==> config.mk <==
export PLATFORM = sky130hd
export DESIGN_NAME = cpbc_ctrl
export DESIGN_NICKNAME = d
export VERILOG_FILES = /design/src/rtl/cpbc_buf2.v /design/src/rtl/cpbc_ctrl.v
export VERILOG_INCLUDE_DIRS = /design/src /design/src/rtl
export SDC_FILE = /design/constraint.sdc
export NUM_CORES = 1
export LEC_CHECK = 0
export BUFFER_PORTS_ARGS = -buffer_cell sky130_fd_sc_hd__buf_4
export CORE_UTILIZATION = 25
export CTS_CLUSTER_SIZE = 24
export DETAILED_ROUTE_END_ITERATION = 10
export GPL_TIMING_DRIVEN = 1
export PLACE_DENSITY = 0.37
export SYNTH_ARGS = -nofsm -noshare
export SYNTH_HDL_FRONTEND = slang
export SYNTH_SLANG_ARGS = --single-unit
==> constraint.sdc <==
create_clock -name core_clk -period 3.3 [get_ports core_clk]
set_input_delay 0.165 -clock core_clk [delete_from_list [all_inputs] [get_ports core_clk]]
set_output_delay 0.165 -clock core_clk [all_outputs]
set_load 0.02 [all_outputs]
==> src/rtl/cpbc_regs.vh <==
// Constants for the crypto peripheral bus controller.
// Assumes inclusion by bare name from design files.
`ifndef CPBC_REGS_VH
`define CPBC_REGS_VH
// Instruction field positions
`define CPBC_INSTR_B0 0
`define CPBC_INSTR_B1 1
`define CPBC_INSTR_B2 2
`define CPBC_INSTR_B3 3
// Sequence counter states {serial_mode, msb, lsb}
`define CPBC_ST_S0 3'h0
`define CPBC_ST_S1 3'h1
`define CPBC_ST_S2 3'h2
`define CPBC_ST_S3 3'h3
`define CPBC_ST_SS1 3'h5
`define CPBC_ST_SS2 3'h6
`define CPBC_ST_SS3 3'h7
// Reset values
`define CPBC_INSTR_RST 4'h0
`define CPBC_DATA_RST 4'h0
// Start drive length in clocks
`define CPBC_START_CYCLES 3'h4
`endif

==> src/rtl/cpbc_buf2.v <==
// Two-entry valid/ready buffer for serial output bits.
// Assumes a single clock and active-low asynchronous reset.
`timescale 1ns/1ps
module cpbc_buf2 #(
    parameter WIDTH = 1
) (
    // Clock and reset
    input wire core_clk,
    input wire nrst,
    // Fill side
    input wire in_valid,
    output wire in_ready,
    input wire [WIDTH-1:0] in_data,
    // Drain side
    output wire out_valid,
    input wire out_ready,
    output wire [WIDTH-1:0] out_data
);
    // ---------------------------------------------
    // Storage
    // ---------------------------------------------
    reg [WIDTH-1:0] slot0; // Head entry
    reg [WIDTH-1:0] slot1; // Second entry
    reg [1:0] count; // Entries held
    wire push = in_valid && (count != 2'h2);
    wire pop = out_ready && (count != 2'h0);
    assign in_ready = (count != 2'h2);
    assign out_valid = (count != 2'h0);
    assign out_data = slot0;
    // Shift-register style: head always at slot0
    always @(posedge core_clk or negedge nrst) begin
        if (!nrst) begin
            slot0 <= {WIDTH{1'b0}};
            slot1 <= {WIDTH{1'b0}};
            count <= 2'h0;
        end else begin
            case ({push, pop})
                2'b10: begin
                    if (count == 2'h0) slot0 <= in_data;
                    else slot1 <= in_data;
                    count <= count + 2'h1;
                end
                2'b01: begin
                    slot0 <= slot1;
                    count <= count - 2'h1;
                end
                2'b11: begin
                    if (count == 2'h1) slot0 <= in_data;
                    else begin
                        slot0 <= slot1;
                        slot1 <= in_data;
                    end
                end
                default: begin
                    count <= count;
                end
            endcase
        end
    end
endmodule // cpbc_buf2

==> src/rtl/cpbc_ctrl.v <==
// Bus controller between a multiplexed-bus processor and a serial crypto chip.
// Assumes bus strobes and the start pin are asynchronous and are synchronised here.
`timescale 1ns/1ps
`include "cpbc_regs.vh"
module cpbc_ctrl (
    // Clock and reset
    input wire core_clk,
    input wire nrst,
    // Processor bus
    input wire addr_latch_en,
    input wire periph_cs_n,
    input wire rd_n,
    input wire wr_n,
    input wire [3:0] bus_data_in,
    output reg [3:0] bus_data_out,
    output reg bus_data_oe,
    // Peripheral chip
    input wire start_in,
    output reg start_out,
    output reg start_oe,
    input wire serial_in,
    output reg serial_out,
    output reg serial_out_valid,
    input wire serial_out_ready,
    input wire strobe_clock_phase,
    output reg serial_strobe_a_n,
    output reg serial_strobe_b_n,
    output reg transfer_select_a_n,
    output reg transfer_select_b_n,
    // Status for observation
    output reg periph_busy
);
    // ---------------------------------------------
    // Input synchronisers
    // ---------------------------------------------
    reg [4:0] sync1; // First stage, read by second only
    reg [4:0] sync2; // Usable stage
    reg [5:0] dsync1; // Data and serial in, first stage
    reg [5:0] dsync2; // Data and serial in, usable stage
    always @(posedge core_clk or negedge nrst) begin
        if (!nrst) begin
            sync1 <= 5'h1e;
            sync2 <= 5'h1e;
            dsync1 <= 6'h00;
            dsync2 <= 6'h00;
        end else begin
            sync1 <= {periph_cs_n, rd_n, wr_n, start_in, addr_latch_en};
            sync2 <= sync1;
            dsync1 <= {strobe_clock_phase, serial_in, bus_data_in};
            dsync2 <= dsync1;
        end
    end
    wire cs_n_s = sync2[4];
    wire rd_n_s = sync2[3];
    wire wr_n_s = sync2[2];
    wire start_s = sync2[1]; // High means idle line
    wire ale_s = sync2[0];
    wire phase_s = dsync2[5];
    wire ser_s = dsync2[4];
    wire [3:0] din_s = dsync2[3:0];
    // ---------------------------------------------
    // Instruction latch
    // ---------------------------------------------
    reg [3:0] instr; // Captured low address bits
    wire instr_latch_bit0 = instr[`CPBC_INSTR_B0];
    wire instr_latch_bit1 = instr[`CPBC_INSTR_B1];
    wire instr_latch_bit2 = instr[`CPBC_INSTR_B2];
    wire instr_latch_bit3 = instr[`CPBC_INSTR_B3];
    // Load on selected latch enable, else hold
    always @(posedge core_clk or negedge nrst) begin
        if (!nrst) begin
            instr <= `CPBC_INSTR_RST;
        end else if (ale_s && !cs_n_s) begin
            instr <= din_s;
        end
    end
    // ---------------------------------------------
    // Sequence counter, start drive, selects
    // ---------------------------------------------
    reg [2:0] seq; // Buried state, never on a pin
    reg [2:0] next_seq;
    reg [2:0] start_cnt; // Clocks of start drive so far
    wire counting = (seq != `CPBC_ST_S0);
    wire seq_counter_lsb = seq[0];
    wire seq_counter_msb = seq[1];
    // Start counts as true while we drive it or chip holds it low
    wire start_true = start_oe || !start_s;
    // Next counter state
    always @* begin
        next_seq = seq;
        case (seq)
            `CPBC_ST_S0: begin
                // Count only once our own drive has let go, so the serial count never overlaps the drive
                if (instr_latch_bit3 && start_true && !start_oe) next_seq = `CPBC_ST_SS1;
                else if (instr_latch_bit2) next_seq = `CPBC_ST_S1;
                else if (instr_latch_bit0) next_seq = `CPBC_ST_S1;
            end
            `CPBC_ST_S1: next_seq = `CPBC_ST_S2;
            `CPBC_ST_S2: next_seq = `CPBC_ST_S3;
            `CPBC_ST_S3: next_seq = `CPBC_ST_S0;
            `CPBC_ST_SS1: next_seq = `CPBC_ST_SS2;
            `CPBC_ST_SS2: next_seq = `CPBC_ST_SS3;
            `CPBC_ST_SS3: next_seq = `CPBC_ST_S0;
            default: next_seq = `CPBC_ST_S0;
        endcase
    end
    // Selects hold while counting and not at the last count
    wire hold_ok = counting && (!seq_counter_lsb || !seq_counter_msb);
    wire next_sel_a = (instr_latch_bit2 && instr_latch_bit0 && start_true)
        || (hold_ok && !transfer_select_a_n);
    wire next_sel_b = (instr_latch_bit1 && instr_latch_bit2 && start_true)
        || (hold_ok && !transfer_select_b_n);
    // Launch only from idle with the line high; a held write or busy chip cannot retrigger
    wire launch_ok = !counting && (start_cnt == 3'h0) && start_s;
    // Counter, selects, start drive and busy flop
    always @(posedge core_clk or negedge nrst) begin
        if (!nrst) begin
            seq <= `CPBC_ST_S0;
            transfer_select_a_n <= 1'b1;
            transfer_select_b_n <= 1'b1;
            serial_strobe_a_n <= 1'b1;
            serial_strobe_b_n <= 1'b1;
            start_out <= 1'b1;
            start_oe <= 1'b0;
            start_cnt <= 3'h0;
            periph_busy <= 1'b0;
        end else begin
            seq <= next_seq;
            transfer_select_a_n <= !next_sel_a;
            transfer_select_b_n <= !next_sel_b;
            // Strobes pulse only in low strobe phase
            serial_strobe_a_n <= !(next_sel_a && !phase_s);
            serial_strobe_b_n <= !(next_sel_b && !phase_s);
            // Launch: a selected write with bit3 set arms a four-clock drive
            if (launch_ok && !cs_n_s && !wr_n_s && instr_latch_bit3) begin
                start_oe <= 1'b1;
                start_out <= 1'b0;
                start_cnt <= 3'h1;
            end else if (start_oe && start_cnt == `CPBC_START_CYCLES) begin
                start_oe <= 1'b0;
                start_out <= 1'b1;
                start_cnt <= 3'h0;
            end else if (start_oe) begin
                start_cnt <= start_cnt + 3'h1;
            end
            // Busy: set when idle, or counting with the pin low; chip holds it low
            periph_busy <= !counting || !start_s;
        end
    end
    // ---------------------------------------------
    // Shift data register and serial output path
    // ---------------------------------------------
    reg [3:0] shift_data; // Parallel-to-serial converter
    wire shift_data_bit3 = shift_data[3];
    wire any_strobe = !transfer_select_a_n || !transfer_select_b_n
        || !serial_strobe_a_n || !serial_strobe_b_n;
    wire buf_in_ready;
    wire buf_out_valid;
    wire buf_out_data;
    // Shifting stalls when the output buffer is full
    wire do_shift = any_strobe && buf_in_ready;
    // Output stage takes a new bit when empty or when its bit is being taken
    wire buf_pop_ok = !serial_out_valid || serial_out_ready;
    always @(posedge core_clk or negedge nrst) begin
        if (!nrst) begin
            shift_data <= `CPBC_DATA_RST;
        end else if (!cs_n_s && !wr_n_s) begin
            shift_data <= din_s;
        end else if (do_shift) begin
            shift_data <= {shift_data[2:0], ser_s};
        end
    end
    cpbc_buf2 #(.WIDTH(1)) u_buf (
        .core_clk(core_clk),
        .nrst(nrst),
        .in_valid(do_shift),
        .in_ready(buf_in_ready),
        .in_data(shift_data_bit3),
        .out_valid(buf_out_valid),
        .out_ready(buf_pop_ok),
        .out_data(buf_out_data)
    );
    // Registered serial output stage; a stalled bit stands until taken
    always @(posedge core_clk or negedge nrst) begin
        if (!nrst) begin
            serial_out <= 1'b0;
            serial_out_valid <= 1'b0;
        end else if (buf_pop_ok) begin
            serial_out <= buf_out_data;
            serial_out_valid <= buf_out_valid;
        end
    end
    // ---------------------------------------------
    // Read-back mux
    // ---------------------------------------------
    wire y_state = (seq == `CPBC_ST_SS1) || (seq == `CPBC_ST_SS2);
    wire x_state = (seq == `CPBC_ST_S1) || (seq == `CPBC_ST_S2);
    reg [3:0] next_rdata;
    always @* begin
        next_rdata = 4'h0;
        if (instr_latch_bit0 && !instr_latch_bit2) begin
            next_rdata = shift_data;
        end else if (!instr_latch_bit0 && !instr_latch_bit2) begin
            next_rdata[0] = !serial_strobe_a_n || y_state;
            next_rdata[1] = !serial_strobe_b_n;
            next_rdata[2] = x_state || !serial_strobe_a_n || !serial_strobe_b_n;
            next_rdata[3] = periph_busy;
        end
    end
    // Drive only during a selected read
    always @(posedge core_clk or negedge nrst) begin
        if (!nrst) begin
            bus_data_out <= 4'h0;
            bus_data_oe <= 1'b0;
        end else begin
            bus_data_out <= next_rdata;
            bus_data_oe <= !cs_n_s && !rd_n_s;
        end
    end
endmodule // cpbc_ctrl

==> impl_metrics.toml, run 1 <==
[timing]
final_hold_viol_count = 0
fin_tns_setup_ns = 0
final.min_clock_period_ns = 1.973
finalCritPeriodShare_pct = 59.80
worstMarginPinSlew_ns = 0.6648
slew_violations = 0
slew_headroom_pct = 55.68
fin_hold_ws_ns = 0.1303
finalWorstSetupSlack_ns = 1.327
rsz0062_at_grt = "false"
setup_viol = 0
skew_ns = 0.006554
max_freq_ghz = 0.5067

[finish]
nNetsFinal = 234
postLayoutCoreUtil_pct = 32.28
insertedDiodeCount = 0
instances_no_fill = 317
syn2layout_area_growth_pct = 24.94
fin_area_um2 = 2639
drive_above_1_share_pct = 27.36

[logic_synthesis]
synth.area.top_cells = "dfrtp_1 49%, dfstp_2 16%, ha_1 5.3%, nand2_1 3.4%, mux2_2 2.1%"
syn_inst = 169
synth_ff_type = "dfrtp_1"
synthesis.nets = 192
yosys_warnings = 0
synth_top_area_share_pct = 48.58
synth_edf_count = 0
syn_area_per_cell_um2 = 12.50
async_flop_share_pct = 100.0
synth_seq_area_share_pct = 64.75
netlist_area_um2 = 2112
synth_cell_type_count = 43
ys_seq_elements = 54
synth_area_leader_cell = "dfrtp_1"

[die]
row_count = 33
die_h_um = 93.92
num_io_pins = 28
coreArea_um2 = 8175
start_util_pct = 25.83
die_x_um = 93.92
die-area_um2 = 8820

[routing]
first_pass_iters = 5
vias = 1351
drt-vias-per-instance = 4.262
drtIter0Drc = 43
post_drt_wl_per_cell_um = 12.25
drc = 0
drt-total-wl_mm = 3.884
ant_nets = 0

[worst_setup_path]
r2r-end = "u_buf.slot1"
r2r_start = "u_buf.count[0]"
critical_path_required_ns = 3.50
cpPeakStageDelay_ns = 0.40
r2r.worst_path.cells = 8
start_kind = "flop"
cp-startpoint = "u_buf.count[0]"
path_max_fanout = 7
crit_path_end_kind = "flop"
cp.arrival_ns = 2.18
cp_slowest_cell = "dfrtp_1"
path_cells = "inv_1 -> ha_1 -> a41o_1 -> inv_2 -> ha_1 -> nand2_1 -> o211ai_1 -> mux2_2"
crit_path_frequent_cell = "ha_1"
critPathKind = "reg -> reg"
rrSetupSlack_ns = 1.33

[clock_tree]
cts_made_buffers = 5
postCtsSetupBuffers = 0
clock_path_buffers = 2
clk_pin_slew_ns = 0.10
cts_tree = "done"
htree_levels = 2
root_buffer = "clkbuf_8"
clock_latency_ns = 0.30
cts_sinks = 54

[power_and_ir_drop]
power_mw = 2.234
pwr_density_cell_nw_per_um2 = 846.5
leakagePower_nw = 1.192
max-vdd-ir-drop_mv = 0.1514

[global_routing]
use_met2_pct = 16.18
grt_pass1_wl_mm = 6.831
grt_pass1_vias = 1388
grt_max_degree = 55
grt-ovfl-total = 0
busiest_layer = "met2"
gr-usage-all-layers_pct = 10.22
antenna_found_initial = 0
use_met3_pct = 2.913
use_met1_pct = 13.18

[worst_hold_path]
whs_endpoint = "serial_out"
hp-class = "in -> reg"
min_path_cells = 4
hp-start = "serial_out_ready"

[placed_design]
gp_congestion = 0.7157
dp_hpwl_mm = 2.792
portBuffers = 27
placedInstanceArea_um2 = 2429
place_ws_ns = 1.327
dpl.cell_count = 297

[flow_run]
cap_violations = 0

[status]
status = "finished clean"
==> cells in the final DEF (no fill, tap or decap), types with 2 or more instances in the layout <==
| cell | n |
|---|---|
| a31oi_1 | 4 |
| o21ai_0 | 6 |
| o211ai_1 | 2 |
| a21o_1 | 3 |
| and2_1 | 2 |
| mux2i_1 | 2 |
| inv_1 | 10 |
| nand2_1 | 19 |
| nor2_1 | 12 |
| mux2_2 | 4 |
| nand3_1 | 2 |
| a21oi_1 | 3 |
| buf_4 | 27 |
| nor2b_1 | 3 |
| dfrtp_1 | 41 |
| clkbuf_8 | 5 |
| dlygate4sd3_1 | 12 |
| ha_1 | 9 |
| a211o_2 | 2 |
| nand2b_1 | 5 |
| dfstp_2 | 13 |
==> cells in the mapped netlist, types with 2 or more instances <==
cell type and count:
buf_2 2, nand2_1 19, mux2i_1 2, o21ai_0 6, dfstp_2 13, dfrtp_1 41
and2_1 2, a21oi_1 3, ha_1 9, inv_1 10, a21o_1 3, clkbuf_1 2
nand3_1 2, mux2_2 4, nor2b_1 3, a211o_2 2, o211ai_1 2, a31oi_1 4
nand2b_1 5, nor2_1 12
==> kinds of logic after synthesis <==
| kind of cell | Yosys count | share of synthesized area (%) |
|---|---|---|
| DFF | 54 | 64.75 |
| and+or+nand+nor | 53 | 12.97 |
| AOI/OAI and AO/OA | 30 | 10.25 |
| buffers and inverters | 15 | 2.785 |
| adders and majority gates | 9 | 5.332 |
| muxes | 6 | 3.080 |
| xor gates and xnor gates | 2 | 0.8295 |
==> repair_timing <==
item	CTS	global route
resized for setup	0	0
endpoints found under the setup margin	0	0
hold buffers	12	0
endpoints found under the hold margin	52	0
==> worst max path at each step <==
stage / end / cells past startpoint
after floorplan: u_buf.slot1 / 5
after global placement: u_buf.slot1 / 8
after detailed placement: u_buf.slot1 / 8
after CTS: u_buf.slot1 / 8
after global routing: u_buf.slot1 / 8
final: u_buf.slot1 / 8
==> registers in the layout, indices dropped and copies added (netlist names), 2 cells and up <==
register	cells
u_buf.count	2
sync1	5
sync2	5
dsync1	6
bus_data_out	4
shift_data	4
seq	3
start_cnt	3
dsync2	6
instr	4
==> report_power, final <==
group | switching, mW | internal (mW)
clock network | 0.218 | 0.150
logic | 0.457 | 0.399
registers | 0.152 | 0.858
total | 0.827 | 1.41
==> critical path, delay by kind of cell (launching register included) <==
kind	cells	cell delay, ns
AOI/OAI and AO/OA	2	0.41
adders and majority gates	2	0.41
buffers and inverters	2	0.23
DFF	1	0.40
muxes	1	0.35
and+or+nand+nor	1	0.08
==> routing by layer <==
metal | routed length, um | vias up
met5 | 0 | -
met4 | 53 | 0
met3 | 183 | 5
met2 | 1858 | 39
met1 | 1789 | 653
li1 | - | 654
==> area by class of cell <==
cell class	count	area [um^2]
clock buffers	5	68.82
clock inverters	3	21.27
fillers	840	5537
inverters	11	41.29
multi-input cells	100	685.7
flip-flops and latches	54	1368
well taps	105	131.4
repair buffers	39	322.8
No activity file was read; power rests on OpenSTA's default activity.
==> run 2, diff against run 1 <==
Clock period 3.3 ns to 1.9 ns, I/O delays scaled along.
==> impl_metrics.toml, run 2 (synthesized netlist as in run 1, its figures left out) <==
[status]
status = "complete, but fails checks"
violations = "DRC"

[routing]
ant_nets = 0
drc = 2
drt-total-wl_mm = 4.054
first_pass_iters = 7
drt-vias-per-instance = 4.291
vias = 1403
drtIter0Drc = 35
post_drt_wl_per_cell_um = 12.40

[finish]
syn2layout_area_growth_pct = 28.79
insertedDiodeCount = 0
nNetsFinal = 244
nFillCells = 830
final_common_cell = "dfrtp_1"
top_regs = "dsync1: 6 flops, dsync2: 6 flops"
fin_area_um2 = 2720
postLayoutCoreUtil_pct = 33.27
most-common-layout-cells = "41 x dfrtp_1, 37 x buf_4, 19 x nand2_1, 13 x dfstp_2"
drive_above_1_share_pct = 31.08

[power_and_ir_drop]
pwr_density_cell_nw_per_um2 = 1514
clkPwrFrac_pct = 16.1
max-vdd-ir-drop_mv = 0.4099
switching_share_pct = 36.61
p_int_mw = 2.611
power.share.sequential_pct = 41.9
pwr-share-comb_pct = 42.0
leakagePower_nw = 1.237
p_sw_mw = 1.508

[die]
die_x_um = 93.92
num_io_pins = 28
coreArea_um2 = 8175
start_util_pct = 25.83
row_count = 33
die_h_um = 93.92
die-area_um2 = 8820

[worst_setup_path]
cp.buffers_inverters = 2
r2r-end = "u_buf.slot1"
cp_slowest_cell = "mux2_2"
cp_top_family = "adder cells"
cp.arrival_ns = 1.99
rrSetupSlack_ns = 0.11
r2r_start = "u_buf.count[0]"
start_kind = "flop"
path_cells = "inv_1 -> ha_1 -> a41o_1 -> inv_2 -> ha_2 -> nand2_1 -> o211ai_1 -> mux2_2"
path_max_fanout = 3
cpPeakStageDelay_ns = 0.36
critPathKind = "reg -> reg"
critical_path_required_ns = 2.10
crit_path_end_kind = "flop"
r2r.worst_path.cells = 8

[placed_design]
dp_hpwl_mm = 2.848
placedInstanceArea_um2 = 2481
gp_congestion = 0.7095
portBuffers = 27
place_ws_ns = 0.006349

[clock_tree]
htree_levels = 2
clk_pin_slew_ns = 0.10
root_buffer = "clkbuf_8"
cts_made_buffers = 5
cts_tree = "done"
clock_path_buffers = 2
cts_sinks = 54
clock_latency_ns = 0.31

[timing]
fin_hold_ws_ns = 0.06569
worstMarginPinSlew_ns = 0.6772
fin_tns_setup_ns = 0
final_hold_viol_count = 0
slew_violations = 0
finalCritPeriodShare_pct = 94.24
final.min_clock_period_ns = 1.791
slew_headroom_pct = 54.85
rsz0062_at_grt = "false"
finalWorstSetupSlack_ns = 0.1095
setup_viol = 0
max_freq_ghz = 0.5585
skew_ns = 0.007884

[global_routing]
grt_pass1_vias = 1481
gr-usage-all-layers_pct = 10.16
antenna_found_initial = 0
grt-ovfl-total = 0
grt_pass1_wl_mm = 6.906
grt_max_degree = 55

[worst_hold_path]
hp-start = "serial_out_ready"
whs_endpoint = "serial_out"
hp-class = "in -> reg"
min_path_cells = 4

[flow_run]
cap_violations = 0
[run 2: cell count changes in the layout (fill, tap and decap cells not counted)]
cell      before  now
buf_4         27   37
clkinv_2       1    0
ha_1           9    8
ha_2           0    1
inv_6          0    1
[run 2: worst max-delay path by stage]
stage                              startpoint  cells after the start          end
after floorplan           transfer_select_a_n                      5  u_buf.slot1
after global placement         u_buf.count[0]                      8  u_buf.slot1
after detailed placement       u_buf.count[0]                      8  u_buf.slot1
after CTS                      u_buf.count[0]                      8  u_buf.slot1
after global routing           u_buf.count[0]                      8  u_buf.slot1
final                          u_buf.count[0]                      8  u_buf.slot1
[run 2: tightest hold or removal path, stage by stage]
cell	delay [ns]
buf_4	0.08
nor2b_1	0.06
nand2_1	0.06
nand2_1	0.04
[run 2: stage by stage]
step	total power, mW	instances
after floorplan	2.773	169
after global placement	3.362	304
after detailed placement	3.396	304
after CTS	4.116	325
after global routing	4.478	327
final	4.119	327
[run 2: cell type report]
cell class	count	area (um^2)	share of cell area, %
timing repair buffer	49	397.9	14.63
clock inverter	3	25.02	0.9200
inverter	11	41.29	1.518
tap	105	131.4	4.830
multi-input combinational	100	688.2	25.30
clock buffer	5	68.82	2.530
sequential	54	1368	50.28
[run 2: routing by layer]
metal / vias to the layer above / GRT usage (%) / part of all wire (%)
li1: 673 / - / -
met1: 689 / 12.86 / 46
met2: 36 / 16.97 / 48
met3: 5 / 2.589 / 4.7
met4: 0 / 3.077 / 1.1
met5: - / 0 / 0
[run 2: power groups by stage]
stage,sequential [mW],combinational (mW),clock [mW]
CTS,1.73,1.69,0.700
global route,1.77,1.96,0.747
finish,1.72,1.73,0.664
detailed placement,1.76,1.64,0
global placement,1.74,1.62,0
floorplan,1.82,0.948,0
[run 2: timing repair]
item | CTS | global route
hold buffers | 12 | 0
buffers inserted | 1 | 2
setup endpoints to repair | 1 | 2
gates resized for setup | 0 | 1
hold endpoints to repair | 52 | 0
==> run 3, diff against run 2 <==
Settings changed: RECOVER_POWER from default to 50.
==> impl_metrics.toml, run 3 (synthesized netlist as in run 1, its figures left out) <==
[global_routing]
grt_max_degree = 55
gr-usage-all-layers_pct = 10.16
use_met1_pct = 12.86
grt_pass1_vias = 1481
grt-ovfl-total = 0
use_met2_pct = 16.97
busiest_layer = "met2"
antenna_found_initial = 0
use_met3_pct = 2.589
grt_pass1_wl_mm = 6.906

[timing]
final.min_clock_period_ns = 1.790
rsz0062_at_grt = "false"
final_hold_viol_count = 0
finalCritPeriodShare_pct = 94.21
skew_ns = 0.007884
max_freq_ghz = 0.5587
slew_headroom_pct = 12.35
fin_tns_setup_ns = 0
worstMarginPinSlew_ns = 1.315
setup_viol = 0
slew_violations = 0

[worst_hold_path]
whs_endpoint = "serial_out"
hp-start = "serial_out_ready"
hp-class = "in -> reg"
min_path_cells = 4

[finish]
final_common_cell = "dfrtp_1"
nFillCells = 831
postLayoutCoreUtil_pct = 33.24
drive_above_1_share_pct = 30.63
insertedDiodeCount = 0
nNetsFinal = 244
syn2layout_area_growth_pct = 28.67
top_regs = "dsync1: 6 flops, dsync2: 6 flops"
most-common-layout-cells = "41 x dfrtp_1, 25 x buf_4, 19 x nand2_1"

[clock_tree]
clk_pin_slew_ns = 0.10
root_buffer = "clkbuf_8"
cts_made_buffers = 5
clock_path_buffers = 2
cts_tree = "done"
clock_latency_ns = 0.31
cts_sinks = 54
htree_levels = 2

[routing]
drt-vias-per-instance = 4.284
vias = 1401
ant_nets = 0
drc = 2
post_drt_wl_per_cell_um = 12.33
drt-total-wl_mm = 4.033
first_pass_iters = 7
drtIter0Drc = 35

[worst_setup_path]
path_max_fanout = 3
crit_path_end_kind = "flop"
path_cells = "inv_1 -> ha_1 -> a41o_1 -> inv_2 -> ha_2 -> nand2_1 -> o211ai_1 -> mux2_2"
r2r_start = "u_buf.count[0]"
cp.arrival_ns = 1.99
critPathKind = "reg -> reg"
cp_slowest_cell = "mux2_2"
cp.buffers_inverters = 2
cp_top_family = "adder cells"
rrSetupSlack_ns = 0.11
r2r-end = "u_buf.slot1"
cp-startpoint = "u_buf.count[0]"
r2r.worst_path.cells = 8
critical_path_required_ns = 2.10
start_kind = "flop"
cpPeakStageDelay_ns = 0.36

[power_and_ir_drop]
pwr_density_cell_nw_per_um2 = 1515
leakagePower_nw = 1.233
max-vdd-ir-drop_mv = 0.4092

[placed_design]
dp_hpwl_mm = 2.848
gp_congestion = 0.7095
portBuffers = 27

[die]
coreArea_um2 = 8175
die_x_um = 93.92
row_count = 33
die_h_um = 93.92
start_util_pct = 25.83
die-area_um2 = 8820
num_io_pins = 28

[flow_run]
cap_violations = 0

[status]
violations = "DRC"
status = "complete, but fails checks"
run 3: metrics by stage:
step	setup slack, ns	instance area [um^2]	hold slack (ns)	total power [mW]	instances
2_1_floorplan	0.07480	2112	-0.2006	2.773	169
3_3_place_gp	0.09246	2481	0.1802	3.362	304
3_5_place_dp	0.006349	2481	0.1914	3.396	304
4_1_cts	0.06286	2703	0.05522	4.116	325
5_1_grt	0.001511	2718	0.1049	4.476	327
6_report	0.1101	2718	0.06569	4.117	327
run 3: area by class of cell:
class,instances,area (um^2),share of cell area [%]
clock buffer,5,68.82,2.532
clock inverter,3,25.02,0.9208
inverter,11,41.29,1.519
multi-input combinational,100,688.2,25.32
sequential,54,1368,50.32
tap,105,131.4,4.834
timing repair buffer,49,395.4,14.55
run 3: worst min-delay path: cells and delay by family:
family / cells / cell delay, ns
buffers and inverters: 1 / 0.08
AND/OR/NAND/NOR: 3 / 0.16
run 3: where the power goes:
part	switching [mW]	total [mW]	internal, mW
sequential	0.236	1.72	1.49
combinational	0.875	1.73	0.854
clock	0.398	0.665	0.267
run 3: routing by layer:
| metal | wire [um] | vias up | share of wire [%] |
|---|---|---|---|
| met5 | 0 | - | 0 |
| met4 | 46 | 0 | 1.1 |
| met3 | 189 | 5 | 4.7 |
| met2 | 1941 | 36 | 48 |
| met1 | 1856 | 687 | 46 |
| li1 | - | 673 | - |
run 3: worst max path at each step:
stage | to | depth (start not counted)
floorplan | u_buf.slot1 | 5
global placement | u_buf.slot1 | 8
detailed placement | u_buf.slot1 | 8
CTS | u_buf.slot1 | 8
global route | u_buf.slot1 | 8
finish | u_buf.slot1 | 8
run 3: timing repair:
action / in CTS / in global routing
buffers inserted: 1 / 2
cloned: 0 / 0
hold buffers: 12 / 0
hold endpoints to repair: 52 / 0
setup endpoints to repair: 1 / 2
pin swaps: 0 / 0
gates resized for setup: 0 / 1
